File: src/crsq_pkg.sv
package crsq_pkg;

  // Register byte offsets on the APB slave
  localparam logic [7:0] MAIN_CLOCK_CONTROL_ADDR = 8'h00;
  localparam logic [7:0] RC_TRIM_CONTROL_ADDR    = 8'h04;
  localparam logic [7:0] SYS_INTEGRITY_ADDR      = 8'h08;
  localparam logic [7:0] FACTORY_TRIM_ADDR       = 8'h0C;

  // Field positions and reset values
  localparam int         SLOW_MODE_BIT           = 0;
  localparam int         CLOCK_OUT_BIT           = 1;
  localparam int         LOCKED_BIT              = 3;
  localparam logic [1:0] MAIN_CLOCK_RESET        = 2'h0;
  localparam logic [7:0] TRIM_RESET              = 8'hFF;

  // Factory calibration bytes and their memory locations (values arbitrary)
  localparam logic [15:0] FACTORY_TRIM_5V_LOC    = 16'hFFDE;
  localparam logic [15:0] FACTORY_TRIM_3V_LOC    = 16'hFFDF;
  localparam logic [7:0]  FACTORY_TRIM_5V        = 8'h80;
  localparam logic [7:0]  FACTORY_TRIM_3V        = 8'h90;

  // Reset vector location
  localparam logic [14:0] RESET_VECTOR_BASE      = 15'h7FFF;

  // Clock source select codes
  localparam logic [1:0] SRC_EXTERNAL            = 2'h0;
  localparam logic [1:0] SRC_RC                  = 2'h1;
  localparam logic [1:0] SRC_MULTIPLIER          = 2'h2;

  // Timing
  localparam int         CLK_PERIOD_NS           = 4;
  localparam int         STARTUP_NS              = 2000;
  localparam int         RESET_OUT_MIN_NS        = 200;
  localparam logic [9:0] STARTUP_CYCLES          =
    10'((STARTUP_NS + CLK_PERIOD_NS - 1) / CLK_PERIOD_NS);
  localparam logic [7:0] RESET_OUT_MIN_CYCLES    =
    8'((RESET_OUT_MIN_NS + CLK_PERIOD_NS - 1) / CLK_PERIOD_NS);
  localparam logic [11:0] DELAY_SHORT_LAST       = 12'h0FF;
  localparam logic [11:0] DELAY_LONG_LAST        = 12'hFFF;
  localparam logic [4:0]  SLOW_DIV_LAST          = 5'h1F;

  typedef enum logic [4:0] {
    PH_ACTIVE    = 5'h01,
    PH_LOCK_WAIT = 5'h02,
    PH_DELAY     = 5'h04,
    PH_FETCH     = 5'h08,
    PH_RUN       = 5'h10
  } crsq_phase_type;

endpackage

File: src/crsq_sequencer.sv
// Function
// - Every reset returns the trim register to FFh.
// - Factory trim bytes for 5 V and 3 V held at fixed locations.
// - Trim code 00h is fastest, FFh slowest, monotonic between.
// - Multiplier times 4 or 8, enabled and set by two option bits.
// - No multiplier: RC gives 1 MHz, else external clock input.
// - Multiplier output withheld until start-up delay after reset or wakeup.
// - Lock flag set when multiplier reaches operating frequency.
// - Control bit 1 enables clock output pin; reset clears it.
// - Control bit 0 selects CPU clock divided by 32; reset clears it.
// - Reset from pin, low voltage, watchdog or illegal opcode.
// - Reset pin driven low throughout the delay phase.
// - Delay is 256 CPU cycles, or 4096 with a resonator.
// - Vector fetch from FFFE-FFFF takes exactly two cycles.
// - Multiplier start-up delay added before clocking resumes.
// - External low pulse meets minimum width; device enters reset.
// - Resonator keeps running during reset.
// - Timer multiplier needs 8 MHz: RC times 8 or 16 MHz halved.
// - Without multi-oscillator, external clock comes from port pin.
// - Lock flag is bit 3 of integrity status, hardware only.
// - Watchdog reset pulls reset pin low for minimum pulse width.
//
// Local design decisions: the address map and the APB slave port.
module crsq_sequencer (
  input  wire logic        mclk_in,
  input  wire logic        reset_n_in,
  input  wire logic        psel_in,
  input  wire logic        penable_in,
  input  wire logic        pwrite_in,
  input  wire logic [7:0]  paddr_in,
  input  wire logic [31:0] pwdata_in,
  output logic      [31:0] prdata_out,
  output logic             pready_out,
  output logic             pslverr_out,
  input  wire logic        multiplier_enable_in,
  input  wire logic        multiplier_x8_in,
  input  wire logic        rc_osc_enable_in,
  input  wire logic        resonator_select_in,
  input  wire logic        multi_osc_used_in,
  input  wire logic        ext_clock_16mhz_in,
  input  wire logic        oscillator_tick_in,
  input  wire logic        wakeup_in,
  input  wire logic        reset_pin_in,
  input  wire logic        low_voltage_reset_in,
  input  wire logic        watchdog_reset_in,
  input  wire logic        illegal_opcode_in,
  output logic             reset_pin_out,
  output logic             reset_pin_oe_out,
  output logic             cpu_reset_out,
  output logic             cpu_tick_out,
  output logic             vector_fetch_out,
  output logic      [15:0] vector_addr_out,
  output logic      [7:0]  trim_code_out,
  output logic      [1:0]  osc_source_out,
  output logic             multiplier_x8_out,
  output logic             multiplier_locked_out,
  output logic             clock_out_pin_out,
  output logic             clock_out_enable_out,
  output logic             resonator_run_out,
  output logic             ext_clock_on_port_pin_out,
  output logic             timer_clock_ok_out,
  output logic             timer_input_div2_out
);

  typedef struct packed {
    crsq_pkg::crsq_phase_type phase;
    logic [7:0]               active_count;
    logic [11:0]              delay_count;
    logic                     fetch_count;
    logic [9:0]               startup_count;
    logic                     locked;
    logic [1:0]               main_ctrl;
    logic [7:0]               trim;
    logic [4:0]               slow_count;
    logic                     cpu_tick;
    logic                     clk_out;
    logic [1:0]               src_sel;
    logic                     mult_x8;
    logic                     resonator_run;
    logic                     port_pin_clk;
    logic                     timer_ok;
    logic                     timer_div2;
    logic [31:0]              rdata;
  } crsq_state_type;

  crsq_state_type st;
  crsq_state_type next_st;

  logic        src_any;
  logic        gated_tick;
  logic        wr_access;
  logic        rd_setup;
  logic        addr_hit;
  logic [11:0] delay_last;

  // Pin low counts as external only while the sequencer is not pulling it itself
  assign src_any    = (!reset_pin_in && !reset_pin_oe_out) || low_voltage_reset_in
                      || watchdog_reset_in || illegal_opcode_in;
  assign gated_tick = oscillator_tick_in && (!multiplier_enable_in || st.locked);
  assign wr_access  = psel_in && penable_in && pwrite_in;
  assign rd_setup   = psel_in && !penable_in && !pwrite_in;
  assign addr_hit   = (paddr_in == crsq_pkg::MAIN_CLOCK_CONTROL_ADDR)
                      || (paddr_in == crsq_pkg::RC_TRIM_CONTROL_ADDR)
                      || (paddr_in == crsq_pkg::SYS_INTEGRITY_ADDR)
                      || (paddr_in == crsq_pkg::FACTORY_TRIM_ADDR);
  assign delay_last = resonator_select_in ? crsq_pkg::DELAY_LONG_LAST
                                          : crsq_pkg::DELAY_SHORT_LAST;

  always_comb begin
    next_st = st;
    // Oscillator source and option decode
    if (multiplier_enable_in) begin
      next_st.src_sel = crsq_pkg::SRC_MULTIPLIER;
    end else if (rc_osc_enable_in) begin
      next_st.src_sel = crsq_pkg::SRC_RC;
    end else begin
      next_st.src_sel = crsq_pkg::SRC_EXTERNAL;
    end
    next_st.mult_x8       = multiplier_x8_in;
    next_st.resonator_run = resonator_select_in;
    next_st.port_pin_clk  = !multi_osc_used_in;
    next_st.timer_ok      = (rc_osc_enable_in && multiplier_enable_in && multiplier_x8_in)
                            || ext_clock_16mhz_in;
    next_st.timer_div2    = ext_clock_16mhz_in;
    // Multiplier start-up and lock
    if (multiplier_enable_in && !st.locked) begin
      if (st.startup_count == crsq_pkg::STARTUP_CYCLES - 10'h001) begin
        next_st.locked = 1'b1;
      end else begin
        next_st.startup_count = st.startup_count + 10'h001;
      end
    end
    if (!multiplier_enable_in || wakeup_in) begin
      next_st.locked        = 1'b0;
      next_st.startup_count = 10'h000;
    end
    // CPU clock: oscillator tick, or one in 32 in slow mode
    next_st.cpu_tick = 1'b0;
    if (gated_tick) begin
      if (st.main_ctrl[crsq_pkg::SLOW_MODE_BIT]) begin
        next_st.slow_count = st.slow_count + 5'h01;
        next_st.cpu_tick   = (st.slow_count == crsq_pkg::SLOW_DIV_LAST);
      end else begin
        next_st.slow_count = 5'h00;
        next_st.cpu_tick   = 1'b1;
      end
    end
    next_st.clk_out = st.main_ctrl[crsq_pkg::CLOCK_OUT_BIT] && gated_tick;
    // Register writes
    if (wr_access && paddr_in == crsq_pkg::MAIN_CLOCK_CONTROL_ADDR) begin
      next_st.main_ctrl = pwdata_in[1:0];
    end
    if (wr_access && paddr_in == crsq_pkg::RC_TRIM_CONTROL_ADDR) begin
      next_st.trim = pwdata_in[7:0];
    end
    // Read data prepared in the setup cycle
    if (rd_setup) begin
      next_st.rdata = 32'h0000_0000;
      unique case (paddr_in)
        crsq_pkg::MAIN_CLOCK_CONTROL_ADDR: next_st.rdata[1:0] = st.main_ctrl;
        crsq_pkg::RC_TRIM_CONTROL_ADDR:    next_st.rdata[7:0] = st.trim;
        crsq_pkg::SYS_INTEGRITY_ADDR: begin
          next_st.rdata[crsq_pkg::LOCKED_BIT] = st.locked;
        end
        crsq_pkg::FACTORY_TRIM_ADDR: begin
          next_st.rdata[15:0] = {crsq_pkg::FACTORY_TRIM_3V, crsq_pkg::FACTORY_TRIM_5V};
        end
        default: next_st.rdata = 32'h0000_0000;
      endcase
    end
    // Reset sequence
    unique case (st.phase)
      crsq_pkg::PH_ACTIVE: begin
        if (st.active_count != crsq_pkg::RESET_OUT_MIN_CYCLES) begin
          next_st.active_count = st.active_count + 8'h01;
        end else begin
          next_st.delay_count = 12'h000;
          next_st.phase = multiplier_enable_in ? crsq_pkg::PH_LOCK_WAIT
                                               : crsq_pkg::PH_DELAY;
        end
      end
      crsq_pkg::PH_LOCK_WAIT: begin
        if (st.locked) begin
          next_st.phase = crsq_pkg::PH_DELAY;
        end
      end
      crsq_pkg::PH_DELAY: begin
        if (st.cpu_tick) begin
          if (st.delay_count == delay_last) begin
            next_st.phase       = crsq_pkg::PH_FETCH;
            next_st.fetch_count = 1'b0;
          end else begin
            next_st.delay_count = st.delay_count + 12'h001;
          end
        end
      end
      crsq_pkg::PH_FETCH: begin
        next_st.fetch_count = 1'b1;
        if (st.fetch_count) begin
          next_st.phase = crsq_pkg::PH_RUN;
        end
      end
      crsq_pkg::PH_RUN: begin
        next_st.phase = crsq_pkg::PH_RUN;
      end
      default: next_st.phase = crsq_pkg::PH_ACTIVE;
    endcase
    // Any reset source restarts the sequence and clears control state
    if (src_any) begin
      next_st.phase         = crsq_pkg::PH_ACTIVE;
      next_st.active_count  = 8'h00;
      next_st.delay_count   = 12'h000;
      next_st.fetch_count   = 1'b0;
      next_st.trim          = crsq_pkg::TRIM_RESET;
      next_st.main_ctrl     = crsq_pkg::MAIN_CLOCK_RESET;
      next_st.locked        = 1'b0;
      next_st.startup_count = 10'h000;
      next_st.slow_count    = 5'h00;
    end
  end

  always_ff @(posedge mclk_in or negedge reset_n_in) begin
    if (!reset_n_in) begin
      st               <= '0;
      st.phase         <= crsq_pkg::PH_ACTIVE;
      st.trim          <= crsq_pkg::TRIM_RESET;
      st.main_ctrl     <= crsq_pkg::MAIN_CLOCK_RESET;
    end else begin
      st <= next_st;
    end
  end

  assign prdata_out                = st.rdata;
  assign pready_out                = 1'b1;
  assign pslverr_out               = psel_in && penable_in && !addr_hit;
  assign reset_pin_out             = 1'b0;
  assign reset_pin_oe_out          = st.phase != crsq_pkg::PH_FETCH
                                     && st.phase != crsq_pkg::PH_RUN;
  assign cpu_reset_out             = st.phase != crsq_pkg::PH_RUN;
  assign cpu_tick_out              = st.cpu_tick;
  assign vector_fetch_out          = st.phase == crsq_pkg::PH_FETCH;
  assign vector_addr_out           = {crsq_pkg::RESET_VECTOR_BASE, st.fetch_count};
  assign trim_code_out             = st.trim;
  assign osc_source_out            = st.src_sel;
  assign multiplier_x8_out         = st.mult_x8;
  assign multiplier_locked_out     = st.locked;
  assign clock_out_pin_out         = st.clk_out;
  assign clock_out_enable_out      = st.main_ctrl[crsq_pkg::CLOCK_OUT_BIT];
  assign resonator_run_out         = st.resonator_run;
  assign ext_clock_on_port_pin_out = st.port_pin_clk;
  assign timer_clock_ok_out        = st.timer_ok;
  assign timer_input_div2_out      = st.timer_div2;
endmodule

File: config.mk
export PLATFORM = sky130hd
export DESIGN_NAME = crsq_sequencer
export DESIGN_NICKNAME = d
export VERILOG_FILES = /design/src/crsq_pkg.sv /design/src/crsq_sequencer.sv
export SDC_FILE = /design/constraint.sdc
export NUM_CORES = 1
export LEC_CHECK = 0
export BUFFER_PORTS_ARGS = -buffer_cell sky130_fd_sc_hd__buf_4
export CORE_UTILIZATION = 40
export DETAILED_ROUTE_END_ITERATION = 10
export MAX_ROUTING_LAYER = met4
export PLACE_DENSITY = 0.69
export SLEW_MARGIN = 20
export SYNTH_ARGS = -nofsm -noshare
export SYNTH_HDL_FRONTEND = slang
export SYNTH_SLANG_ARGS = --single-unit
File: constraint.sdc
create_clock -name mclk_in -period 4.3 [get_ports mclk_in]
set_input_delay 0.215 -clock mclk_in [delete_from_list [all_inputs] [get_ports mclk_in]]
set_output_delay 0.215 -clock mclk_in [all_outputs]
set_load 0.02 [all_outputs]
; ---- After elaboration in Yosys (flattened, before gate mapping)
; Index checks and enable logic that the tools add are counted.
[op_classes]
n_eq_ne = 21
n_mux = 32
n_addsub = 4
reduce_logical = 47
[ops]
columns = op, count
row1 = 2-to-1 mux 52 bit, 1
row2 = 2-to-1 mux 12 bit, 3
row3 = 2-to-1 mux 8 bit, 4
row4 = 2-to-1 mux 5 bit, 5
row5 = one-hot mux 5 bit (5 select lines), 1
row6 = one-hot mux 12 bit (2 select lines), 1
row7 = 2-to-1 mux 11 bit, 2
row8 = == test 8 x 4 -> 1 bit (second input constant), 2
row9 = inequality test 3 bit (second input constant), 5
row10 = logical AND 1 bit, 14
row11 = 2-to-1 mux 13 bit, 1
row12 = adder 12 x 1 -> 12 bit (second input constant), 1
row13 = == test 12 bit, 1
row14 = 2-to-1 mux 6 bit, 2
row15 = nonzero test 3 bit, 4
row16 = adder 10 x 1 -> 10 bit (second input constant), 1
row17 = == test 10 x 9 -> 1 bit (second input constant), 1
row18 = == test 5 bit (second input constant), 2
row19 = 2-to-1 mux 10 bit, 1
row20 = nonzero test 2 bit, 5
row21 = logical OR 1 bit, 9
row22 = adder 8 x 1 -> 8 bit (second input constant), 1
row23 = == test 8 x 3 -> 1 bit (second input constant), 1
row24 = zero test 1 bit, 8
row25 = other kinds (21), 28
[totals]
reg_bits = 77
in_bits = 57
out_inout_bits = 73

; ---- Longest topological paths before layout
; Gate-level depths: netlist of the first run.
[depth]
word_depth = 9
mapped_depth = 7
mapped_depth_nobuf = 7

; ---- Worst setup path after synthesis of the first run
; OpenSTA, ideal clock, no wires.
[synth_timing]
path_type = register to register
start = register st[91] in the netlist's numbering
end = register st[78] in the netlist's numbering
setup_slack_ps = 2145
arrival_time_ps = 2016
setup_ps = 139
required_time_ps = 4161
path_stages_with_launch = 8
synth_period_minus_slack_ps = 2155
cell_sequence = dfrtp_1 > buf_2 > or2_1 > nor3_2 > clkbuf_8 > mux2_2 > o311ai_0 > o31ai_1
[synth_between]
elab_chain_len = 9
elab_cells_between_ends = 17
cone_classes = 7 x eq/ne / 2 x mux / 8 x reduce/logical
[synth_rtl]
columns = item, line
row1 = "start, declared", crsq_sequencer.sv:86  ; crsq_state_type st;
row2 = "start signal, assigned", crsq_sequencer.sv:229  ; st <= next_st;
row3 = inequality test 5 x 4 -> 1 bit or inequality test 5 bit (tied branches), "crsq_sequencer.sv:237, crsq_sequencer.sv:238"
row4 = logical AND 1 bit, crsq_sequencer.sv:238  ; && st.phase != crsq_pkg::PH_RUN;
row5 = zero test 1 bit, crsq_sequencer.sv:97  ; assign src_any = (!reset_pin_in && !reset_pin_oe_out) || low_voltage_reset_in
row6 = logical AND 1 bit, crsq_sequencer.sv:97
row7 = logical OR 1 bit, crsq_sequencer.sv:97
row8 = logical OR 1 bit (2 in series), crsq_sequencer.sv:98  ; || watchdog_reset_in || illegal_opcode_in;
row9 = inequality test 3 bit (no line) or nonzero test 3 bit (tied branches), --
row10 = AND reduction 4 bit (no line), --
; Parallel ways exist; a longest one is shown, timed or not.
; A chain may end at the register's enable or synchronous reset.

; ---- Worst setup path in the final report of the first run
; Same ends and word-level chain as after synthesis.

==> results.toml, run 1 <==
[place]
hpwl_mm = 5.56
place_area_um2 = 4220
gp_congestion = 0.854
io_buffers = 66
post-place-ws_ps = 1780

[pwr]
peakVddDrop_mv = 0.182
power.leakage_nw = 2.02
p_per_area_nw_per_um2 = 303

[synthesis]
ys_types = 56
syn_area_um2 = 3940
netlist_instances = 413
synth_edf_count = 0
syn_avg_cell_area_um2 = 9.54
async_flop_share_pct = 100
ys_seq_area_share_pct = 44.7
yosysWarnings = 0
yosys_register_bits = 70
ys.flop_type = "dfrtp_1"

[final_layout]
fin_nets = 522
design_area_um2 = 4480
diodes = 0
drive_above_1_share_pct = 22.2
synthToLayoutAreaGrowth_pct = 13.7
post-route-util_pct = 47.8

[clock_network]
clockBufferDepth = 2
cts_tree = "built"
cts_buffers = 9
clock-sinks = 70
ctsResizeCount = 0
clk_pin_slew_ps = 70
clock_latency_ps = 350
cts_htree_levels = 3
clockRootBuffer = "clkbuf_8"

[flow_run]
drv_cap = 0

[setup_path]
crit_type = "reg2reg"
cp-end-kind = "register"
startpoint_type = "register"
cp-startpoint = "st[91]$_DFFE_PN0P_"
cp.required_ps = 4510
rr_worst_depth = 5
crit_fanout = 11
reg2reg_from = "st[91]$_DFFE_PN0P_"
cp.arrival_ps = 2760

[timing]
layout_min_cycle_time_ps = 2550
period_share_pct = 59.3
hold_ws_ps = -22.8
final-setup-viol-count = 0
hold_viol_final = 29
fin_skew_ps = 5.67
fmax_mhz = 392
final.setup.worst_slack_ps = 1750
rsz0062_at_grt = "no"
drv_slew = 0
setup_tns_ps = 0
tightest_slew_ps = 862
max-slew-margin-rel_pct = 42.2

[global_route]
overflow = 0
grt_pass1_vias = 2760
grt_usage_pct = 16.6
grt_max_degree = 71
antenna_found_initial = 0
grt_pass1_wl_mm = 12.8

[floorplanning]
die_area_um2 = 10300
die_x_um = 101
num_rows = 35
initial_core_util_pct = 42.0
ios = 130
core_area_um2 = 9370
die_h_um = 101

[detailed_routing]
firstDrtPassIters = 4
ant_nets = 0
viasPerCell = 4.99
wire_per_inst_um = 13.1
wirelength_mm = 7.79
remaining_drc_errors = 0
drtIter0Drc = 184
vias = 2960

[status]
violations = "negative hold slack"
status = "finished with violations"

[min_path]
min_path_type = "in2async"
## synthesized netlist by cell type (9+ instances only)
master	count	area share [%]
buf_4	61	12
dfrtp_1	61	39
nor2_1	46	4.4
nand2_1	36	3.4
nand3_1	19	2.4
o21ai_0	17	2.2
xor2_1	13	2.9
a21oi_1	12	1.5
mux2i_1	12	3.0
and3_1	9	1.4
dfstp_2	9	6.0
## worst paths after layout
path | end | slack (ps)
max reg2reg | st[78]$_DFFE_PN0P_ | 1750
max in group asynchronous | st[63]$_DFFE_PN0P_ | 3760
min | resonator_run_out$_DFF_PN0_ | -20
max | st[78]$_DFFE_PN0P_ | 1750
min in group mclk_in | osc_source_out[1]$_DFF_PN0_ | 30
min reg2reg | prdata_out[5]$_DFFE_PN0P_ | 480
## worst max-delay path, stage by stage (launching register included)
cell      delay (ps)
dfrtp_1          460
or2_1            300
nor3_2           640
mux2_2           500
o311ai_0         380
o31ai_1          130
## through the flow
stage / power [mW] / std cells / hold slack (ps)
after floorplan: 0.760 / 450 / -80.6
after global placement: 0.780 / 573 / 334
after detailed placement: 0.781 / 573 / 335
after CTS: 1.37 / 593 / 19.4
after global routing: 1.41 / 593 / 23.2
final: 1.36 / 593 / -22.8
## layout make-up
| type | instances | area, um^2 |
|---|---|---|
| multi-input combinational | 299 | 1760 |
| timing repair buffer | 71 | 543 |
| clock buffer | 10 | 138 |
| inverter | 8 | 30.0 |
| fill | 908 | 4890 |
| clock inverter | 6 | 85.1 |
| sequential | 70 | 1760 |
| tap | 129 | 161 |
## cell usage in the layout, fill, tap and decap left out, types with 2 or more instances in the layout
cell,n
clkbuf_8,10
conb_1,39
or4_1,2
o211ai_1,3
nor3_2,2
nand2b_1,3
nand4_1,5
nor3b_1,4
dfrtp_1,61
or3_1,3
xor2_1,13
o21ai_0,16
clkinv_2,2
and3_1,9
and2_1,4
bufinv_16,2
dfstp_2,9
a31oi_1,4
buf_4,67
nor2b_1,5
clkinvlp_4,2
inv_1,8
mux2i_1,12
nor2_1,46
dlygate4sd3_1,4
and4_1,3
a31o_2,2
nor3_1,4
a21oi_1,12
nor4_1,3
ha_1,6
xnor2_1,4
a22oi_1,3
nand2_1,36
o311ai_0,8
o31ai_1,7
nand3_1,19
## power breakdown
part	internal, mW	total [mW]	switching (mW)	leakage (nW)
clock	0.340	0.587	0.247	0.108
sequential	0.663	0.667	0.00306	0.930
combinational	0.0325	0.104	0.0713	0.984
total	1.04	1.36	0.321	2.02
## cells by family (layout without fill, tap and decap cells)
| family | Yosys count | count (layout) | share of synthesized area, % |
|---|---|---|---|
| compound gates | 68 | 68 | 11.8 |
| xor+xnor | 17 | 17 | 3.78 |
| fa+ha+maj | 6 | 6 | 1.91 |
| buf+inv | 81 | 95 | 14.2 |
| flops | 70 | 70 | 44.7 |
| mux | 13 | 13 | 3.33 |
| other cells | 2 | 39 | 0.191 |
| simple gates | 156 | 156 | 20.1 |
## sequential cells by signal, summed over array words and instances (netlist names), 2 cells and up
name and flops:
osc_source_out 2, prdata_out 9, st 41, trim_code_out 8
## metal layers
metal	vias to the layer above	share of wire [%]	GRT usage, %
met5	-	0	-
met4	0	1.2	6.47
met3	10	5.1	3.66
met2	103	49	26.2
met1	1409	45	20.7
li1	1438	-	-
## what timing repair did
item	4_1_cts	5_1_grt
hold buffers	4	0
setup buffers	0	0
endpoints found under the hold margin	4	0
Power figures use the tool's default switching activity.
==> run 2: changes to the inputs <==
Settings changed: ABC_AREA set to 1, PLACE_DENSITY 0.69 to 0.68.
Clock period 4.3 ns to 2.4 ns, I/O delays scaled along.
==> results.toml, run 2 <==
[floorplanning]
die_h_um = 103
die_x_um = 103
num_rows = 36
core_area_um2 = 9860
initial_core_util_pct = 41.6
ios = 130
die_area_um2 = 10700

[clock_network]
cts_buffers = 9
postCtsSetupBuffers = 0
clock_latency_ps = 350
ctsResizeCount = 0
clk_pin_slew_ps = 80
clockBufferDepth = 2
cts_htree_levels = 3
cts_tree = "built"
clock-sinks = 70
clockRootBuffer = "clkbuf_8"

[timing]
setup_tns_ps = 0
period_share_pct = 86.0
fmax_mhz = 484
drv_slew = 0
rsz0062_at_grt = "no"
hold_viol_final = 0
final-setup-viol-count = 0
max-slew-margin-rel_pct = 41.4
hold_ws_ps = 9.40
layout_min_cycle_time_ps = 2060
tightest_slew_ps = 879
fin_skew_ps = 13.1

[synthesis]
ys_seq_area_share_pct = 43.0
synthTopCellsByCount = "nand2_1 (99), dfrtp_1 (61), buf_4 (60), inv_1 (57), nor2_1 (45)"
synth-compound-area-share_pct = 10.4
yosys_register_bits = 70
syn_area_um2 = 4100
syn_avg_cell_area_um2 = 8.10
synthAdderAreaFrac_pct = 1.83
yosysWarnings = 0
yosys.area.top_type = "dfrtp_1"
synth-simple-area-share_pct = 24.5
synth_mux_area_share_pct = 0
synth_top_family_by_area = "simple AND/OR/NAND/NOR gates"
ys_types = 42
synth_xor_area_share_pct = 2.56
synth_edf_count = 0
synth_top_area_share_pct = 37.2
ys.flop_type = "dfrtp_1"
netlist_instances = 506
yosysMostFrequentCell = "nand2_1"
synth_area_leaders = "dfrtp_1 (37%), buf_4 (11%), nand2_1 (9.1%)"
async_flop_share_pct = 100

[global_route]
grt_usage_pct = 16.7
grt_pass1_vias = 3081
grt_pass1_wl_mm = 13.5
overflow = 0
grt_max_degree = 71
antenna_found_initial = 0

[setup_path]
crit_type = "reg2reg"
rr_worst_depth = 8
slowest_delay_ps = 550
startpoint_type = "register"
cp.required_ps = 2660
path_buf_inv = 1
reg2reg_from = "st[88]$_DFFE_PN1P_"
r2r-end = "trim_code_out[6]$_DFFE_PN1P_"
cp_slowest_cell = "dfstp_2"
crit_path_frequent_cell = "o21ai_0"
cp.arrival_ps = 2330
crit_chain = "nor2_2 > nand3_1 > nand2_2 > a21boi_4 > buf_4 > o21ai_2 > o21ai_0 > o21ai_0"
cp-end-kind = "register"
crit_fanout = 16
path_delay_family = "compound AO/OA/AOI/OAI gates"
r2r_slack_ps = 340
path_depth = 8

[final_layout]
diodes = 0
seq_area_um2 = 1760
post-route-util_pct = 47.8
regMostFlops = "st"
fin_nets = 625
multi_input_area_um2 = 1760
final_cell_mix = "nand2_1 (99), buf_4 (68), dfrtp_1 (61), inv_1 (57), nor2_1 (45)"
fillers = 944
drive_above_1_share_pct = 21.2
layout_commonest_cell = "nand2_1"
largest_register_ffs = 41
synthToLayoutAreaGrowth_pct = 15.1

[detailed_routing]
drtIter0Drc = 125
dr.max_layer_used = "met4"
wl_met3_um = 484
vias = 3360
drt-met1-wl_mm = 3.69
route.met2.wl_mm = 3.97
wirelength_mm = 8.27
viasPerCell = 4.80
firstDrtPassIters = 4
wire_per_inst_um = 11.8
remaining_drc_errors = 0
ant_nets = 0

[place]
hpwl_mm = 5.86
io_buffers = 66
gp_congestion = 0.927

[min_path]
hold_start = "pwdata_in[2]"
min_path_type = "in2reg"
hold_end = "trim_code_out[2]$_DFFE_PN1P_"
whs_path_depth = 3

[pwr]
fin_total_pwr_mw = 2.57
peakVddDrop_mv = 0.235
power.leakage_nw = 2.28
p_per_area_nw_per_um2 = 545

[flow_run]
drv_cap = 0

[status]
status = "finished, final reports clean"
## run 2: cell count changes in the layout (fill, tap and decap cells not counted), sizes merged, moves of 5 or more
cell / delta
and3: -10
inv: +53
o21ai: +30
nor3: +7
o31ai: -7
mux2i: -12
a21oi: -7
nor2b: -5
nand4: +12
nand3: +12
o311ai: -7
nand2: +69
## run 2: cell families (layout without fill, tap and decap cells)
kind of cell | count (synthesis) | count (layout)
flip-flops | 70 | 70
adder cells (fa/ha/maj) | 6 | 6
buffers and inverters | 126 | 150
AO/OA/AOI/OAI | 68 | 68
AND/OR/NAND/NOR | 222 | 222
XOR/XNOR | 12 | 12
other | 2 | 39
## run 2: worst max path at each step
stage | start | to | slack [ps]
final | st[88]$_DFFE_PN1P_ | trim_code_out[6]$_DFFE_PN1P_ | 340
after global placement | st[88]$_DFFE_PN1P_ | trim_code_out[4]$_DFFE_PN1P_ | 410
after floorplan | st[88]$_DFFE_PN1P_ | st[70]$_DFFE_PN0P_ | 630
after global routing | st[88]$_DFFE_PN1P_ | st[80]$_DFFE_PN0P_ | 210
after detailed placement | st[88]$_DFFE_PN1P_ | trim_code_out[6]$_DFFE_PN1P_ | 350
after CTS | st[88]$_DFFE_PN1P_ | trim_code_out[6]$_DFFE_PN1P_ | 340
## run 2: what timing repair did
item	CTS	global route
endpoints found under the setup margin	0	0
endpoints found under the hold margin	68	0
hold buffers	7	0
## run 2: worst reg2reg max path: cells and delay by family (launching register included)
family          cells  cell delay (ps)
flops               1              550
compound gates      4              770
buf+inv             1              300
simple gates        3              360
## run 2: routing by layer
metal	GRT usage [%]	vias to the layer above
met5	-	-
met4	6.83	0
met3	3.43	12
met2	27.7	129
met1	19.9	1555
li1	-	1664
## run 2: per-stage QoR
| step | instances | cell area (um^2) | worst slack, ps |
|---|---|---|---|
| floorplan | 543 | 4240 | 629 |
| global placement | 677 | 4420 | 415 |
| detailed placement | 677 | 4420 | 352 |
| CTS | 700 | 4720 | 340 |
| global route | 700 | 4720 | 213 |
| finish | 700 | 4720 | 335 |
## run 2: power breakdown
group,leakage (nW),total (mW),switching (mW),internal (mW)
logic,1.25,0.268,0.181,0.0870
clock network,0.110,1.09,0.471,0.621
registers,0.928,1.21,0.0105,1.20
## run 2: final cells by class
cell class | count | area share (%)
Clock inverter | 6 | 1.96
Timing Repair Buffer | 75 | 12.3
Inverter | 59 | 4.69
Tap cell | 133 | 3.53
Sequential cell | 70 | 37.4
Multi-Input combinational cell | 347 | 37.2
Clock buffer | 10 | 2.92
